==> src/pts_defs.svh <==
`ifndef PTS_DEFS_SVH
`define PTS_DEFS_SVH

// Number of address windows that can claim a transaction.
`define PTS_NUM_WIN 6

// Window i covers PTS_WIN_BASE + i * PTS_WIN_SIZE under PTS_WIN_MASK.
`define PTS_WIN_BASE 32'h1000_0000
`define PTS_WIN_SIZE 32'h0010_0000
`define PTS_WIN_MASK 32'hFFF0_0000

// Bus command accepted by the target and issued by the master.
`define PTS_CMD_MEM_WRITE 4'h7

// Address bit that tells a QWORD-aligned start from a DWORD-aligned one.
`define PTS_QWORD_BIT 2

`endif

==> src/pts_pkg.sv <==
package pts_pkg;

   typedef enum logic [2:0] {
      PTS_TGT_IDLE  = 3'h0,
      PTS_TGT_DEC   = 3'h1,
      PTS_TGT_MATCH = 3'h3,
      PTS_TGT_DATA  = 3'h2,
      PTS_TGT_DONE  = 3'h6
   } pts_tgt_state_t;

   typedef enum logic [1:0] {
      PTS_MST_IDLE = 2'h0,
      PTS_MST_ADDR = 2'h1,
      PTS_MST_DATA = 2'h3,
      PTS_MST_TURN = 2'h2
   } pts_mst_state_t;

endpackage : pts_pkg

==> src/pts_link_if.sv <==
`timescale 1ns/100ps
`default_nettype none
`include "pts_defs.svh"

interface pts_link_if;
   // Master side drives with enables; released control lines read as pulled up, released AD reads as zero.
   logic frame_n_o;
   logic frame_oe;
   logic req64_n_o;
   logic req64_oe;
   logic irdy_n_o;
   logic irdy_oe;
   logic [63:0] ad_o;
   logic ad_oe;
   logic [7:0] cbe_n_o;
   logic cbe_oe;
   logic frame_n;
   logic req64_n;
   logic irdy_n;
   logic [63:0] ad;
   logic [7:0] cbe_n;
   // Target answers on the bus.
   logic devsel_n;
   logic trdy_n;
   logic ack64_n;
   // Target to back-end.
   logic [31:0] backend_addr;
   logic wide_xfer_req_n;
   logic [`PTS_NUM_WIN-1:0] window_hit;
   logic [63:0] backend_data;
   logic [7:0] backend_be_n;
   logic low_dword_strobe_n;
   logic high_dword_strobe_n;
   logic word_strobe_n;
   // Back-end to target.
   logic backend_ready_n;

   assign frame_n = frame_oe ? frame_n_o : 1'b1;
   assign req64_n = req64_oe ? req64_n_o : 1'b1;
   assign irdy_n = irdy_oe ? irdy_n_o : 1'b1;
   assign ad = ad_oe ? ad_o : 64'h0000_0000_0000_0000;
   assign cbe_n = cbe_oe ? cbe_n_o : 8'hFF;

   modport target (
      input frame_n, req64_n, irdy_n, ad, cbe_n, backend_ready_n,
      output devsel_n, trdy_n, ack64_n, backend_addr, wide_xfer_req_n, window_hit,
      output backend_data, backend_be_n, low_dword_strobe_n, high_dword_strobe_n,
      output word_strobe_n
   );

   modport master (
      output frame_n_o, frame_oe, req64_n_o, req64_oe, irdy_n_o, irdy_oe,
      output ad_o, ad_oe, cbe_n_o, cbe_oe, backend_ready_n,
      input devsel_n, trdy_n, ack64_n, backend_addr, wide_xfer_req_n, window_hit,
      input backend_data, backend_be_n, low_dword_strobe_n, high_dword_strobe_n,
      input word_strobe_n
   );
endinterface : pts_link_if

`default_nettype wire

==> src/pts_master_end.sv <==
`timescale 1ns/100ps
`default_nettype none
`include "pts_defs.svh"

module pts_master_end (
   input wire logic MCLK_IN,
   input wire logic RESET_N_IN,
   input wire logic START_IN,
   input wire logic [31:0] START_ADDR_IN,
   input wire logic [63:0] WRITE_DATA_IN,
   input wire logic [7:0] BYTE_EN_N_IN,
   input wire logic WIDE_IN,
   input wire logic BACKEND_ACCEPT_IN,
   pts_link_if.master link,
   output logic MASTER_BUSY_OUT,
   output logic DONE_OUT,
   output logic [31:0] RX_ADDR_OUT,
   output logic [63:0] RX_DATA_OUT,
   output logic RX_VALID_OUT
);
   pts_pkg::pts_mst_state_t st_q;
   pts_pkg::pts_mst_state_t st_d;
   logic frame_n_q, frame_n_d, frame_oe_q, frame_oe_d;
   logic req64_n_q, req64_n_d, req64_oe_q, req64_oe_d;
   logic irdy_n_q, irdy_n_d, irdy_oe_q, irdy_oe_d;
   logic [63:0] ad_q;
   logic [63:0] ad_d;
   logic ad_oe_q, ad_oe_d;
   logic [7:0] cbe_q;
   logic [7:0] cbe_d;
   logic cbe_oe_q, cbe_oe_d;
   logic phase_q, phase_d, wide_q, wide_d, done_q, done_d;
   logic mbusy_q;
   logic mbusy_d;
   logic [31:0] addr_q;
   logic [31:0] addr_d;
   logic [63:0] wdata_q;
   logic [63:0] wdata_d;
   logic [7:0] wbe_q;
   logic [7:0] wbe_d;
   logic ready_n_q;
   logic hit_prev_q;
   logic [63:0] rx_q;
   logic [31:0] rx_addr_q;
   logic rx_valid_q;
   logic sel0;
   logic sel1;

   // Narrow transfers send the half named by the start address first.
   assign sel0 = addr_q[`PTS_QWORD_BIT];
   assign sel1 = !addr_q[`PTS_QWORD_BIT];

   always_comb begin
      st_d = st_q;
      frame_n_d = frame_n_q;
      frame_oe_d = frame_oe_q;
      req64_n_d = req64_n_q;
      req64_oe_d = req64_oe_q;
      irdy_n_d = irdy_n_q;
      irdy_oe_d = irdy_oe_q;
      ad_d = ad_q;
      ad_oe_d = ad_oe_q;
      cbe_d = cbe_q;
      cbe_oe_d = cbe_oe_q;
      phase_d = phase_q;
      wide_d = wide_q;
      addr_d = addr_q;
      wdata_d = wdata_q;
      wbe_d = wbe_q;
      done_d = 1'b0;
      unique case (st_q)
         pts_pkg::PTS_MST_IDLE: begin
            if (START_IN) begin
               addr_d = START_ADDR_IN;
               wdata_d = WRITE_DATA_IN;
               wbe_d = BYTE_EN_N_IN;
               wide_d = WIDE_IN;
               phase_d = 1'b0;
               frame_n_d = 1'b0;
               frame_oe_d = 1'b1;
               req64_n_d = !WIDE_IN;
               req64_oe_d = WIDE_IN;
               ad_d = {32'h0000_0000, START_ADDR_IN};
               ad_oe_d = 1'b1;
               cbe_d = {4'hF, `PTS_CMD_MEM_WRITE};
               cbe_oe_d = 1'b1;
               st_d = pts_pkg::PTS_MST_ADDR;
            end
         end
         pts_pkg::PTS_MST_ADDR: begin
            irdy_n_d = 1'b0;
            irdy_oe_d = 1'b1;
            frame_n_d = !wide_q ? 1'b0 : 1'b1;
            if (wide_q) begin
               ad_d = wdata_q;
               cbe_d = wbe_q;
            end else begin
               ad_d = {32'h0000_0000, sel0 ? wdata_q[63:32] : wdata_q[31:0]};
               cbe_d = {4'hF, sel0 ? wbe_q[7:4] : wbe_q[3:0]};
            end
            st_d = pts_pkg::PTS_MST_DATA;
         end
         pts_pkg::PTS_MST_DATA: begin
            if (!link.trdy_n) begin
               if (!wide_q && !phase_q) begin
                  phase_d = 1'b1;
                  frame_n_d = 1'b1;
                  ad_d = {32'h0000_0000, sel1 ? wdata_q[63:32] : wdata_q[31:0]};
                  cbe_d = {4'hF, sel1 ? wbe_q[7:4] : wbe_q[3:0]};
               end else begin
                  frame_oe_d = 1'b0;
                  req64_oe_d = 1'b0;
                  ad_oe_d = 1'b0;
                  cbe_oe_d = 1'b0;
                  irdy_n_d = 1'b1;
                  done_d = 1'b1;
                  st_d = pts_pkg::PTS_MST_TURN;
               end
            end
         end
         pts_pkg::PTS_MST_TURN: begin
            irdy_oe_d = 1'b0;
            st_d = pts_pkg::PTS_MST_IDLE;
         end
      endcase
      mbusy_d = frame_oe_d || irdy_oe_d;
   end

   always_ff @(posedge MCLK_IN or negedge RESET_N_IN) begin
      if (!RESET_N_IN) begin
         st_q <= pts_pkg::PTS_MST_IDLE;
         frame_n_q <= 1'b1;
         frame_oe_q <= 1'b0;
         req64_n_q <= 1'b1;
         req64_oe_q <= 1'b0;
         irdy_n_q <= 1'b1;
         irdy_oe_q <= 1'b0;
         ad_q <= 64'h0000_0000_0000_0000;
         ad_oe_q <= 1'b0;
         cbe_q <= 8'hFF;
         cbe_oe_q <= 1'b0;
         phase_q <= 1'b0;
         wide_q <= 1'b0;
         addr_q <= 32'h0000_0000;
         wdata_q <= 64'h0000_0000_0000_0000;
         wbe_q <= 8'hFF;
         done_q <= 1'b0;
         mbusy_q <= 1'b0;
      end else begin
         st_q <= st_d;
         frame_n_q <= frame_n_d;
         frame_oe_q <= frame_oe_d;
         req64_n_q <= req64_n_d;
         req64_oe_q <= req64_oe_d;
         irdy_n_q <= irdy_n_d;
         irdy_oe_q <= irdy_oe_d;
         ad_q <= ad_d;
         ad_oe_q <= ad_oe_d;
         cbe_q <= cbe_d;
         cbe_oe_q <= cbe_oe_d;
         phase_q <= phase_d;
         wide_q <= wide_d;
         addr_q <= addr_d;
         wdata_q <= wdata_d;
         wbe_q <= wbe_d;
         done_q <= done_d;
         mbusy_q <= mbusy_d;
      end
   end

   // Back-end: ready is raised while a window matches and BACKEND_ACCEPT_IN is high, one cycle ahead of data.
   always_ff @(posedge MCLK_IN or negedge RESET_N_IN) begin
      if (!RESET_N_IN) begin
         ready_n_q <= 1'b1;
         hit_prev_q <= 1'b0;
         rx_q <= 64'h0000_0000_0000_0000;
         rx_addr_q <= 32'h0000_0000;
         rx_valid_q <= 1'b0;
      end else begin
         ready_n_q <= !(|link.window_hit && BACKEND_ACCEPT_IN);
         hit_prev_q <= |link.window_hit;
         rx_valid_q <= hit_prev_q && !(|link.window_hit);
         if (|link.window_hit && !hit_prev_q) begin
            rx_addr_q <= link.backend_addr;
         end
         if (!link.low_dword_strobe_n) begin
            rx_q[31:0] <= link.backend_data[31:0];
         end
         if (!link.high_dword_strobe_n) begin
            rx_q[63:32] <= link.backend_data[63:32];
         end
         if (!link.word_strobe_n) begin
            // For a QWORD-aligned start the DWORDs arrive low half first, so
            // shifting them in rebuilds the QWORD that was sent.
            rx_q <= {link.backend_data[31:0], rx_q[63:32]};
         end
      end
   end

   assign link.frame_n_o = frame_n_q;
   assign link.frame_oe = frame_oe_q;
   assign link.req64_n_o = req64_n_q;
   assign link.req64_oe = req64_oe_q;
   assign link.irdy_n_o = irdy_n_q;
   assign link.irdy_oe = irdy_oe_q;
   assign link.ad_o = ad_q;
   assign link.ad_oe = ad_oe_q;
   assign link.cbe_n_o = cbe_q;
   assign link.cbe_oe = cbe_oe_q;
   assign link.backend_ready_n = ready_n_q;
   assign MASTER_BUSY_OUT = mbusy_q;
   assign DONE_OUT = done_q;
   assign RX_ADDR_OUT = rx_addr_q;
   assign RX_DATA_OUT = rx_q;
   assign RX_VALID_OUT = rx_valid_q;
endmodule : pts_master_end

`default_nettype wire

==> src/flat_wrapper.sv <==
// flat-port wrapper written by rule: the top's interface ports become plain ports
module pts_master_end_flat 
  (MCLK_IN, RESET_N_IN, START_IN, START_ADDR_IN, WRITE_DATA_IN, BYTE_EN_N_IN, WIDE_IN, BACKEND_ACCEPT_IN, MASTER_BUSY_OUT, DONE_OUT, RX_ADDR_OUT, RX_DATA_OUT, RX_VALID_OUT, link_frame_n_o, link_frame_oe, link_req64_n_o, link_req64_oe, link_irdy_n_o, link_irdy_oe, link_ad_o, link_ad_oe, link_cbe_n_o, link_cbe_oe, link_backend_ready_n, link_devsel_n, link_trdy_n, link_ack64_n, link_backend_addr, link_wide_xfer_req_n, link_window_hit, link_backend_data, link_backend_be_n, link_low_dword_strobe_n, link_high_dword_strobe_n, link_word_strobe_n);
  pts_link_if link_i ();
  input wire logic MCLK_IN;
  input wire logic RESET_N_IN;
  input wire logic START_IN;
  input wire logic [31:0] START_ADDR_IN;
  input wire logic [63:0] WRITE_DATA_IN;
  input wire logic [7:0] BYTE_EN_N_IN;
  input wire logic WIDE_IN;
  input wire logic BACKEND_ACCEPT_IN;
  output logic MASTER_BUSY_OUT;
  output logic DONE_OUT;
  output logic [31:0] RX_ADDR_OUT;
  output logic [63:0] RX_DATA_OUT;
  output logic RX_VALID_OUT;
  output wire logic [$bits(link_i.frame_n_o)-1:0] link_frame_n_o;
  output wire logic [$bits(link_i.frame_oe)-1:0] link_frame_oe;
  output wire logic [$bits(link_i.req64_n_o)-1:0] link_req64_n_o;
  output wire logic [$bits(link_i.req64_oe)-1:0] link_req64_oe;
  output wire logic [$bits(link_i.irdy_n_o)-1:0] link_irdy_n_o;
  output wire logic [$bits(link_i.irdy_oe)-1:0] link_irdy_oe;
  output wire logic [$bits(link_i.ad_o)-1:0] link_ad_o;
  output wire logic [$bits(link_i.ad_oe)-1:0] link_ad_oe;
  output wire logic [$bits(link_i.cbe_n_o)-1:0] link_cbe_n_o;
  output wire logic [$bits(link_i.cbe_oe)-1:0] link_cbe_oe;
  output wire logic [$bits(link_i.backend_ready_n)-1:0] link_backend_ready_n;
  input wire logic [$bits(link_i.devsel_n)-1:0] link_devsel_n;
  input wire logic [$bits(link_i.trdy_n)-1:0] link_trdy_n;
  input wire logic [$bits(link_i.ack64_n)-1:0] link_ack64_n;
  input wire logic [$bits(link_i.backend_addr)-1:0] link_backend_addr;
  input wire logic [$bits(link_i.wide_xfer_req_n)-1:0] link_wide_xfer_req_n;
  input wire logic [$bits(link_i.window_hit)-1:0] link_window_hit;
  input wire logic [$bits(link_i.backend_data)-1:0] link_backend_data;
  input wire logic [$bits(link_i.backend_be_n)-1:0] link_backend_be_n;
  input wire logic [$bits(link_i.low_dword_strobe_n)-1:0] link_low_dword_strobe_n;
  input wire logic [$bits(link_i.high_dword_strobe_n)-1:0] link_high_dword_strobe_n;
  input wire logic [$bits(link_i.word_strobe_n)-1:0] link_word_strobe_n;
  assign link_frame_n_o = link_i.frame_n_o;
  assign link_frame_oe = link_i.frame_oe;
  assign link_req64_n_o = link_i.req64_n_o;
  assign link_req64_oe = link_i.req64_oe;
  assign link_irdy_n_o = link_i.irdy_n_o;
  assign link_irdy_oe = link_i.irdy_oe;
  assign link_ad_o = link_i.ad_o;
  assign link_ad_oe = link_i.ad_oe;
  assign link_cbe_n_o = link_i.cbe_n_o;
  assign link_cbe_oe = link_i.cbe_oe;
  assign link_backend_ready_n = link_i.backend_ready_n;
  assign link_i.devsel_n = link_devsel_n;
  assign link_i.trdy_n = link_trdy_n;
  assign link_i.ack64_n = link_ack64_n;
  assign link_i.backend_addr = link_backend_addr;
  assign link_i.wide_xfer_req_n = link_wide_xfer_req_n;
  assign link_i.window_hit = link_window_hit;
  assign link_i.backend_data = link_backend_data;
  assign link_i.backend_be_n = link_backend_be_n;
  assign link_i.low_dword_strobe_n = link_low_dword_strobe_n;
  assign link_i.high_dword_strobe_n = link_high_dword_strobe_n;
  assign link_i.word_strobe_n = link_word_strobe_n;
  pts_master_end u_core (.MCLK_IN(MCLK_IN), .RESET_N_IN(RESET_N_IN), .START_IN(START_IN), .START_ADDR_IN(START_ADDR_IN), .WRITE_DATA_IN(WRITE_DATA_IN), .BYTE_EN_N_IN(BYTE_EN_N_IN), .WIDE_IN(WIDE_IN), .BACKEND_ACCEPT_IN(BACKEND_ACCEPT_IN), .link(link_i), .MASTER_BUSY_OUT(MASTER_BUSY_OUT), .DONE_OUT(DONE_OUT), .RX_ADDR_OUT(RX_ADDR_OUT), .RX_DATA_OUT(RX_DATA_OUT), .RX_VALID_OUT(RX_VALID_OUT));
endmodule
==> config.mk <==
export PLATFORM = sky130hd
export DESIGN_NAME = pts_master_end_flat
export DESIGN_NICKNAME = d
export VERILOG_FILES = /design/src/pts_pkg.sv /design/src/pts_link_if.sv /design/src/pts_master_end.sv /design/src/flat_wrapper.sv
export VERILOG_INCLUDE_DIRS = /design/src
export SDC_FILE = /design/constraint.sdc
export NUM_CORES = 1
export LEC_CHECK = 0
export ABC_CLOCK_PERIOD_IN_PS = 2400
export BUFFER_PORTS_ARGS = -buffer_cell sky130_fd_sc_hd__buf_2
export CELL_PAD_IN_SITES_DETAIL_PLACEMENT = 1
export CELL_PAD_IN_SITES_GLOBAL_PLACEMENT = 1
export CORE_MARGIN = 2
export CORE_UTILIZATION = 38
export CTS_CLUSTER_SIZE = 28
export DETAILED_ROUTE_END_ITERATION = 16
export GPL_TIMING_DRIVEN = 0
export HOLD_SLACK_MARGIN = 0.12
export PLACE_DENSITY_LB_ADDON = 0.1
export REMOVE_ABC_BUFFERS = 1
export SYNTH_ARGS = -nofsm -noshare
export SYNTH_HDL_FRONTEND = slang
export SYNTH_SLANG_ARGS = --single-unit
==> constraint.sdc <==
create_clock -name MCLK_IN -period 2.4 [get_ports MCLK_IN]
set_clock_uncertainty 0.1 [all_clocks]
set_input_delay 0.24 -clock MCLK_IN [delete_from_list [all_inputs] [get_ports MCLK_IN]]
set_output_delay 0.24 -clock MCLK_IN [all_outputs]
set_load 0.1 [all_outputs]
==> results.tsv, run 1 <==
metric	value	unit
leakage	8.25	nW
crit_path_top_delay_cell	dfrtp_2	
status	finished, final reports clean	
rows	63	
hold_viol_final	0	
clkSinkCount	257	
utilization	0.578	
synth_top_area_share	0.511	
tightestPinTransition	1150	ps
die-height	179	microns
filler_cell_count	3250	
holdWs	189	ps
antenna_found_initial	5	
max_stage_delay	780	ps
vdd_drop_max	1.17	mV
numCtsBuffers	30	
maxSlewHeadroom	0.231	
place_inst	1771	
syn_area	11600	sq um
synth_edf_count	0	
vias	10400	
yosysUniqueCellTypes	33	
power_density	1530	nW/um^2
io_pins	406	
synth_ff_type	dfrtp_1	
fmax	442	MHz
clock_latency	550	ps
grt_usage	0.265	
grt_pass1_vias	11600	
grt_setup_unrepaired	no	
setup-violations-final	0	
start_util	0.388	
clockBufferDepth	3	
start_kind	flop	
vias_per_cell	5.04	
core_region_area	29900	sq um
wl	43200	microns
yosysWarnings	0	
cp.required	2720	ps
syn_area_per_cell	11.0	sq um
drt_first_iter_violations	465	
ant_nets	0	
crit_type	flop to flop	
cts.reportedPaths.clkPinSlew	60	ps
dp.final_hpwl	25600	microns
synthArstFlopShare	1.00	
synth_area_leaders	dfrtp_1 51%, mux2_2 14%, mux2i_1 8.4%, nor2_1 4.6%, a21oi_1 4.5%	
wl_per_cell	21.0	microns
hp-class	input pin to asynchronous set/reset pin	
r2r_cells	5	
yosysSeqAreaShare	0.557	
nets	1865	
fin_crit_sh	0.942	
drv_cap	0	
io_buffers	394	
synth_top_area_cell	dfrtp_1	
worstPathArrival	2580	ps
path_cells	nand2b_2, buf_12, mux2_2, nand2_1, a31oi_1	
gp_congestion	0.771	
die_x	179	microns
period_needed	2260	ps
firstDrtPassIters	4	
endpoint_kind	flop	
drv_slew	0	
ys_seq_elements	257	
fin_cells	2055	
grt_max_degree	110	
drive_above_1_share	0.381	
grt_overflow	0	
cts_tree	yes	
drc	0	
htree_levels	1	
area_delta_synth_final	48.9	%
clockRootBuffer	clkbuf_16	
grt_pass1_wl	65100	microns
netlist_instances	1050	
dieArea	31900	sq um
crit_fanout	23	
==> worst max-delay path, delay by kind of cell (launching register included) <==
family          cells  cell delay, ps
flops               1             780
simple gates        2             540
buf+inv             1             320
mux                 1             290
compound gates      1              90
==> cell usage in the layout, fill, tap and decap left out, types with 2 or more instances in the layout <==
cell type / synthesis / final
diode_2: 0 / 7
nor2_4: 0 / 2
o31a_1: 3 / 3
clkinv_2: 0 / 6
ha_1: 5 / 3
nor2_1: 142 / 140
clkbuf_1: 26 / 9
a21oi_1: 105 / 105
clkbuf_16: 0 / 31
o21ai_1: 7 / 7
buf_4: 10 / 3
clkinvlp_4: 0 / 2
o21ai_0: 9 / 9
dlygate4sd3_1: 0 / 217
nand2b_1: 3 / 2
a31oi_1: 32 / 32
buf_2: 25 / 392
nand3_1: 33 / 32
buf_16: 0 / 6
nand2_1: 113 / 112
bufinv_16: 0 / 2
dfstp_2: 20 / 20
buf_12: 0 / 6
inv_1: 6 / 6
mux2_2: 143 / 143
dfrtp_1: 237 / 236
nor3_1: 7 / 7
mux2i_1: 97 / 97
clkbuf_8: 0 / 6
==> metal layers <==
layer	track usage	wire [microns]	vias to the layer above
met5	0	0	-
met3	0.0696	3280	66
met2	0.490	22400	324
met1	0.293	16500	5155
met4	0.0864	1080	0
li1	-	-	4821
==> power breakdown <==
part / switching, mW / leakage [nW] / internal (mW)
Clock: 1.88 / 0.488 / 2.76
Combinational: 10.8 / 4.74 / 3.80
Sequential: 1.18 / 3.01 / 6.05
==> final timing paths <==
path	endpoint	start	slack, ps
setup / recovery	u_core.link.ad_o[7]$_DFFE_PN0P_	u_core.addr_q[2]$_DFFE_PN0P_	140
hold / removal	u_core.link.backend_ready_n$_DFF_PN1_	RESET_N_IN	190
setup reg to reg	u_core.link.ad_o[7]$_DFFE_PN0P_	u_core.addr_q[2]$_DFFE_PN0P_	140
hold reg to reg	u_core.link.ad_o[52]$_DFFE_PN0P_	u_core.link.ad_o[52]$_DFFE_PN0P_	360
max in group asynchronous	u_core.addr_q[2]$_DFFE_PN0P_	RESET_N_IN	1390
min in group MCLK_IN	u_core.link.cbe_oe$_DFFE_PN0P_	START_IN	240
==> metrics by stage <==
stage / setup TNS [ps] / power [mW] / area [sq um] / worst slack (ps)
after CTS: 0 / 26.5 / 17200 / 121
final: 0 / 26.5 / 17300 / 139
after global routing: 0 / 27.7 / 17300 / 17.4
after floorplan: -105670 / 17.9 / 11200 / -1030
after global placement: -1349070 / 20.2 / 13700 / -4030
after detailed placement: -9880 / 21.3 / 14000 / -304
==> cell type report <==
cell class              count  area [sq um]  share of cell area
well taps                 390           488              0.0283
inverters                   7          31.3             0.00181
clock inverters            10           105             0.00609
diodes                      7          17.5             0.00101
repair buffers            625          4460               0.258
multi-input cells         713          4820               0.279
clock buffers              46           892              0.0517
flip-flops and latches    257          6460               0.374
==> flip-flops by register name, summed over array words and instances, names as in the netlist, 2 cells and up <==
register,flops
u_core.RX_DATA_OUT,64
u_core.link.ad_o,64
u_core.wdata_q,64
u_core.RX_ADDR_OUT,32
u_core.link.cbe_n_o,8
u_core.wbe_q,8
u_core.st_q,2
==> synth_stat cells, types with 2 or more instances <==
cell type	count
dfrtp_1	237
mux2_2	143
nor2_1	142
nand2_1	113
a21oi_1	105
mux2i_1	97
nand3_1	33
a31oi_1	32
clkbuf_1	26
buf_2	25
dfstp_2	20
buf_1	10
buf_4	10
o21ai_0	9
nor3_1	7
o21ai_1	7
inv_1	6
ha_1	5
buf_6	3
nand2b_1	3
o31a_1	3
and2_1	2
and3_1	2
==> cells by family after synthesis <==
kind of cell,after synthesis,synth area share
AO/OA/AOI/OAI,163,0.0765
adder cells (fa/ha/maj),5,0.00539
buffers and inverters,81,0.0341
flip-flops,257,0.557
multiplexers,240,0.223
AND/OR/NAND/NOR,304,0.105
==> timing repair <==
action,4_1_cts,5_1_grt
endpoints found under the setup margin,60,6
hold buffers,218,0
buffers inserted,0,2
cloned,1,0
resized for setup,4,1
pin swaps,0,1
hold endpoints to repair,448,0
No activity file was read; power rests on OpenSTA's default activity.
==> inputs of run 2 (changes only) <==
--- a/config.mk
+++ b/config.mk
@@ -10,13 +10,13 @@
 export BUFFER_PORTS_ARGS = -buffer_cell sky130_fd_sc_hd__buf_2
 export CELL_PAD_IN_SITES_DETAIL_PLACEMENT = 1
 export CELL_PAD_IN_SITES_GLOBAL_PLACEMENT = 1
-export CORE_MARGIN = 2
 export CORE_UTILIZATION = 38
 export CTS_CLUSTER_SIZE = 28
 export DETAILED_ROUTE_END_ITERATION = 16
 export GPL_TIMING_DRIVEN = 0
 export HOLD_SLACK_MARGIN = 0.12
 export PLACE_DENSITY_LB_ADDON = 0.1
+export RECOVER_POWER = 25
 export REMOVE_ABC_BUFFERS = 1
 export SYNTH_ARGS = -nofsm -noshare
 export SYNTH_HDL_FRONTEND = slang
==> run 2 against run 1 <==
Clock-buffer cell count rose by 1. Final area fell by 1.0%. Maximum frequency barely moved. First-iteration DRC count fell by 23%. Critical path depth rose by 1. Via count fell by 1.2%. Global-route usage fell by 0.25 points. Largest power group unchanged.
==> results.tsv, run 2 (same netlist as run 1, synthesis figures left out) <==
metric	value	unit	change
vdd_drop_max	1.11	mV	was 1.17 mV
status	finished, final reports clean		unchanged
leakage	8.17	nW	was 8.25 nW
fmax	442	MHz	about the same
use_met2	0.483		was 0.490
worstPathArrival	2560	ps	was 2580 ps
nets	1861		was 1865
htree_levels	1		unchanged
clkSinkCount	257		unchanged
start_kind	flop		unchanged
clockRootBuffer	clkbuf_16		unchanged
drc	0		unchanged
crit_fanout	26		was 23
power_density	1520	nW/um^2	was 1530 nW/um^2
grt_usage	0.262		was 0.265
die-height	177	microns	was 179 microns
io_buffers	394		unchanged
drt_first_iter_violations	358		was 465
wl_per_cell	20.1	microns	was 21.0 microns
crit_type	flop to flop		unchanged
grt_pass1_vias	11300		was 11600
period_needed	2260	ps	about the same
grtUsageMet3	0.0674		was 0.0696
wl	41200	microns	was 43200 microns
start_util	0.389		was 0.388
grt_setup_unrepaired	no		unchanged
utilization	0.573		was 0.578
hold_path_depth	4		
area_delta_synth_final	47.3	%	was 48.9%
antenna_found_initial	6		was 5
gp_congestion	0.779		was 0.771
core_region_area	29800	sq um	was 29900 sq um
drive_above_1_share	0.379		was 0.381
grtUsageMet1	0.294		was 0.293
die_x	177	microns	was 179 microns
numCtsBuffers	29		was 30
dieArea	31200	sq um	was 31900 sq um
clockBufferDepth	3		unchanged
cts_tree	yes		unchanged
vias_per_cell	5.00		was 5.04
drv_cap	0		unchanged
cp.required	2700	ps	was 2720 ps
maxSlewHeadroom	0.192		was 0.231
hp-class	input pin to flop		was input pin to asynchronous set/reset pin
drv_slew	0		unchanged
tightestPinTransition	1210	ps	was 1150 ps
filler_cell_count	3319		was 3250
hold_viol_final	0		unchanged
clock_latency	540	ps	was 550 ps
endpoint_kind	flop		unchanged
vias	10200		was 10400
grt_overflow	0		unchanged
fin_crit_sh	0.942		about the same
layout_common_cells	391 x buf_2, 236 x dfrtp_1, 216 x dlygate4sd3_1		was 392 x buf_2, 236 x dfrtp_1, 217 x dlygate4sd3_1
grt_max_degree	106		was 110
io_pins	406		unchanged
firstDrtPassIters	4		unchanged
dp.final_hpwl	25100	microns	was 25600 microns
cts.reportedPaths.clkPinSlew	60	ps	about the same
grt_pass1_wl	63500	microns	was 65100 microns
rows	63		unchanged
busiest_layer	met2		unchanged
ant_nets	0		unchanged
finalPower	26.0	mW	was 26.5 mW
setup-violations-final	0		unchanged
r2r_cells	6		was 5
final_common_cell	buf_2		unchanged
setup-tns-final	0	ps	unchanged
==> run 2: cell types whose count changed in the layout (fill, tap and decap cells not counted), moves of 2 or more <==
cell and change:
bufinv_16 -2, buf_16 -4, clkbuf_1 +2, buf_4 -2, clkbuf_16 -2
==> run 2: final cells by class <==
class | count | area, sq um | area share
tap | 390 | 488 | 0.0286
antenna | 6 | 15.0 | 0.000879
timing repair buffer | 621 | 4360 | 0.255
multi-input combinational | 714 | 4830 | 0.283
sequential | 257 | 6460 | 0.378
clock inverter | 7 | 41.3 | 0.00242
inverter | 7 | 31.3 | 0.00183
clock buffer | 47 | 863 | 0.0505
==> run 2: worst max-delay path: stages, from the launching register on <==
cell      delay [ps]
dfrtp_4          640
buf_12           250
nand2b_4         260
buf_12           260
mux2_2           380
nand2_1          100
a31oi_1           90
==> run 2: metal layers <==
layer / part of all wire / vias to the layer above
met2: 0.52 / 306
li1: - / 4804
met1: 0.39 / 5062
met5: 0 / -
met4: 0.023 / 0
met3: 0.068 / 74
==> run 2: what timing repair did <==
action                                  CTS  global route
hold buffers                            216             0
endpoints found under the hold margin   305             0
resized for setup                         5             2
setup buffers                             0             0
pin swaps                                 0             0
endpoints found under the setup margin   54             8
gates cloned                              2             0
==> run 2: report_power, final <==
group | internal (mW) | switching, mW | total (mW)
clock network | 2.45 | 1.79 | 4.24
logic | 3.73 | 10.8 | 14.5
registers | 6.06 | 1.17 | 7.23
total | 12.2 | 13.7 | 26.0
==> run 2: worst paths after layout <==
path	to	start	slack, ps
max	u_core.link.ad_o[21]$_DFFE_PN0P_	u_core.addr_q[2]$_DFFE_PN0P_	140
min	u_core.link.cbe_oe$_DFFE_PN0P_	START_IN	130
max reg2reg	u_core.link.ad_o[21]$_DFFE_PN0P_	u_core.addr_q[2]$_DFFE_PN0P_	140
min reg2reg	u_core.link.ad_o[32]$_DFFE_PN0P_	u_core.link.ad_o[32]$_DFFE_PN0P_	360
max in group asynchronous	u_core.wdata_q[46]$_DFFE_PN0P_	RESET_N_IN	470
min in group asynchronous	u_core.RX_DATA_OUT[8]$_DFFE_PN0P_	RESET_N_IN	140
==> run 2: metrics by stage <==
stage	setup WS (ps)	hold slack [ps]	std cells	instance area (sq um)
after floorplan	-1030	-156	976	11200
after global placement	-4050	264	1760	13700
after detailed placement	-295	161	1771	14000
after CTS	63.4	127	2043	17100
after global routing	26.7	218	2049	17100
final	139	133	2049	17100
==> inputs of run 3 (changes only) <==
--- a/config.mk
+++ b/config.mk
@@ -10,6 +10,7 @@
 export BUFFER_PORTS_ARGS = -buffer_cell sky130_fd_sc_hd__buf_2
 export CELL_PAD_IN_SITES_DETAIL_PLACEMENT = 1
 export CELL_PAD_IN_SITES_GLOBAL_PLACEMENT = 1
+export CORE_MARGIN = 5
 export CORE_UTILIZATION = 38
 export CTS_CLUSTER_SIZE = 28
 export DETAILED_ROUTE_END_ITERATION = 16
==> run 3 against run 2 <==
Final cell count up 0.59%. Via count up 1.7%. Final area up 1.3%. Maximum frequency up 0.35%. Critical path type is now input pin to flop.
==> results.tsv, run 3 (same netlist as run 1, synthesis figures left out) <==
metric	value	unit	change
status	finished, final reports clean		unchanged
gp_congestion	0.769		was 0.779
leakage	8.26	nW	was 8.17 nW
rows	64		was 63
area_delta_synth_final	49.3	%	was 47.3%
r2r_cells	6		unchanged
core_region_area	30300	sq um	was 29800 sq um
die-height	185	microns	was 177 microns
crit_fanout	2		was 26
grt_pass1_vias	11400		was 11300
grt_pass1_wl	66000	microns	was 63500 microns
place_inst	1777		was 1771
crit_path_top_delay_cell	dlygate4sd3_1		was dfrtp_4
grt_setup_unrepaired	no		unchanged
utilization	0.570		was 0.573
grt_overflow	0		unchanged
fin_cells	2061		was 2049
grt_usage	0.245		was 0.262
tightestPinTransition	1120	ps	was 1210 ps
cp.required	2790	ps	was 2700 ps
cp_num_cells	8		was 6
path_cells	dlygate4sd3_1, buf_2, nor2_1, and3_1, dlygate4sd3_1, inv_1, nand2_1, dlygate4sd3_1		was buf_12, nand2b_4, buf_12, mux2_2, nand2_1, a31oi_1
period_needed	2250	ps	was 2260 ps
worstPathArrival	2640	ps	was 2560 ps
filler_cell_count	3364		was 3319
wl_per_cell	21.2	microns	was 20.1 microns
vias	10400		was 10200
fin_crit_sh	0.939		was 0.942
firstDrtPassIters	4		unchanged
antenna_found_initial	5		was 6
endpoint_kind	flop		unchanged
htree_levels	1		unchanged
place_ws	-296	ps	was -295 ps
hold_viol_final	0		unchanged
dieArea	34100	sq um	was 31200 sq um
cts_tree	yes		unchanged
vias_per_cell	5.06		was 5.00
ant_nets	0		unchanged
io_pins	406		unchanged
cts.reportedPaths.clkPinSlew	60	ps	about the same
clkSinkCount	257		unchanged
cp_common_cell	dlygate4sd3_1		was buf_12
drv_cap	0		unchanged
power_density	1540	nW/um^2	was 1520 nW/um^2
grt_max_degree	115		was 106
io_buffers	394		unchanged
hold_path_depth	4		unchanged
wl	43600	microns	was 41200 microns
vdd_drop_max	1.08	mV	was 1.11 mV
crit_type	input pin to flop		was flop to flop
clock_latency	540	ps	about the same
start_kind	input pin		was flop
start_util	0.382		was 0.389
fmax	444	MHz	was 442 MHz
crit_family	buffers and inverters		was flip-flops
setup-violations-final	0		unchanged
dp.final_hpwl	26300	microns	was 25100 microns
drv_slew	0		unchanged
numCtsBuffers	30		was 29
max_stage_delay	620	ps	was 640 ps
holdWs	174	ps	was 133 ps
nets	1867		was 1861
layout_common_cells	392 x buf_2, 236 x dfrtp_1, 220 x dlygate4sd3_1		was 391 x buf_2, 236 x dfrtp_1, 216 x dlygate4sd3_1
fin_ws	147	ps	was 139 ps
clockRootBuffer	clkbuf_16		unchanged
clockBufferDepth	3		unchanged
drc	0		unchanged
die_x	185	microns	was 177 microns
crit_buf_inv	5		was 2
maxSlewHeadroom	0.255		was 0.192
drive_above_1_share	0.378		was 0.379
drt_first_iter_violations	441		was 358
hp-class	input pin to flop		unchanged
finalPower	26.7	mW	was 26.0 mW
final_common_cell	buf_2		unchanged
-- run 3: layout make-up --
| class | instances | area (sq um) | area share |
|---|---|---|---|
| Antenna cell | 5 | 12.5 | 0.000723 |
| Sequential cell | 257 | 6460 | 0.373 |
| Multi-Input combinational cell | 713 | 4810 | 0.278 |
| Clock buffer | 46 | 862 | 0.0498 |
| Timing Repair Buffer | 627 | 4450 | 0.257 |
| Tap cell | 396 | 495 | 0.0286 |
| Clock inverter | 10 | 178 | 0.0103 |
| Inverter | 7 | 31.3 | 0.00181 |
-- run 3: routing by layer --
metal,up-vias,GRT usage,wire (microns)
met5,-,0,7
li1,4812,-,-
met1,5213,0.290,17000
met4,2,0.0640,1100
met3,75,0.0639,3230
met2,323,0.443,22300
-- run 3: worst min-delay path: cells and delay by family --
| kind | cells | cell delay (ps) |
|---|---|---|
| compound gates | 1 | 70 |
| buf+inv | 1 | 120 |
| simple gates | 2 | 370 |
-- run 3: repair_timing --
item	4_1_cts	5_1_grt
endpoints found under the hold margin	449	0
endpoints found under the setup margin	57	15
gates cloned	1	1
resized for setup	5	1
setup buffers	0	0
pin swaps	1	0
hold buffers	221	0
-- run 3: path summary, 6_finish.rpt --
| path | to | start | slack (ps) |
|---|---|---|---|
| setup reg to reg | u_core.MASTER_BUSY_OUT$_DFF_PN0_ | u_core.st_q[0]$_DFFE_PN0P_ | 180 |
| setup / recovery | u_core.link.backend_ready_n$_DFF_PN1_ | link_window_hit[1] | 150 |
| max in group asynchronous | u_core.addr_q[2]$_DFFE_PN0P_ | RESET_N_IN | 480 |
| min in group asynchronous | u_core.link.cbe_n_o[3]$_DFFE_PN1P_ | RESET_N_IN | 490 |
| hold / removal | u_core.link.req64_n_o$_DFFE_PN1P_ | START_IN | 170 |
| hold reg to reg | u_core.link.ad_o[49]$_DFFE_PN0P_ | u_core.link.ad_o[49]$_DFFE_PN0P_ | 360 |
-- run 3: per-stage QoR --
stage / instance area [sq um] / TNS [ps]
2_1_floorplan: 11200 / -105670
3_3_place_gp: 13700 / -1383320
3_5_place_dp: 14000 / -9260
4_1_cts: 17300 / 0
5_1_grt: 17300 / 0
6_report: 17300 / 0
-- run 3: report_power, final --
group	total [mW]	switching, mW	internal [mW]	leakage [nW]
registers	7.26	1.20	6.06	3.01
logic	14.6	10.8	3.80	4.75
clock network	4.82	1.82	3.00	0.504
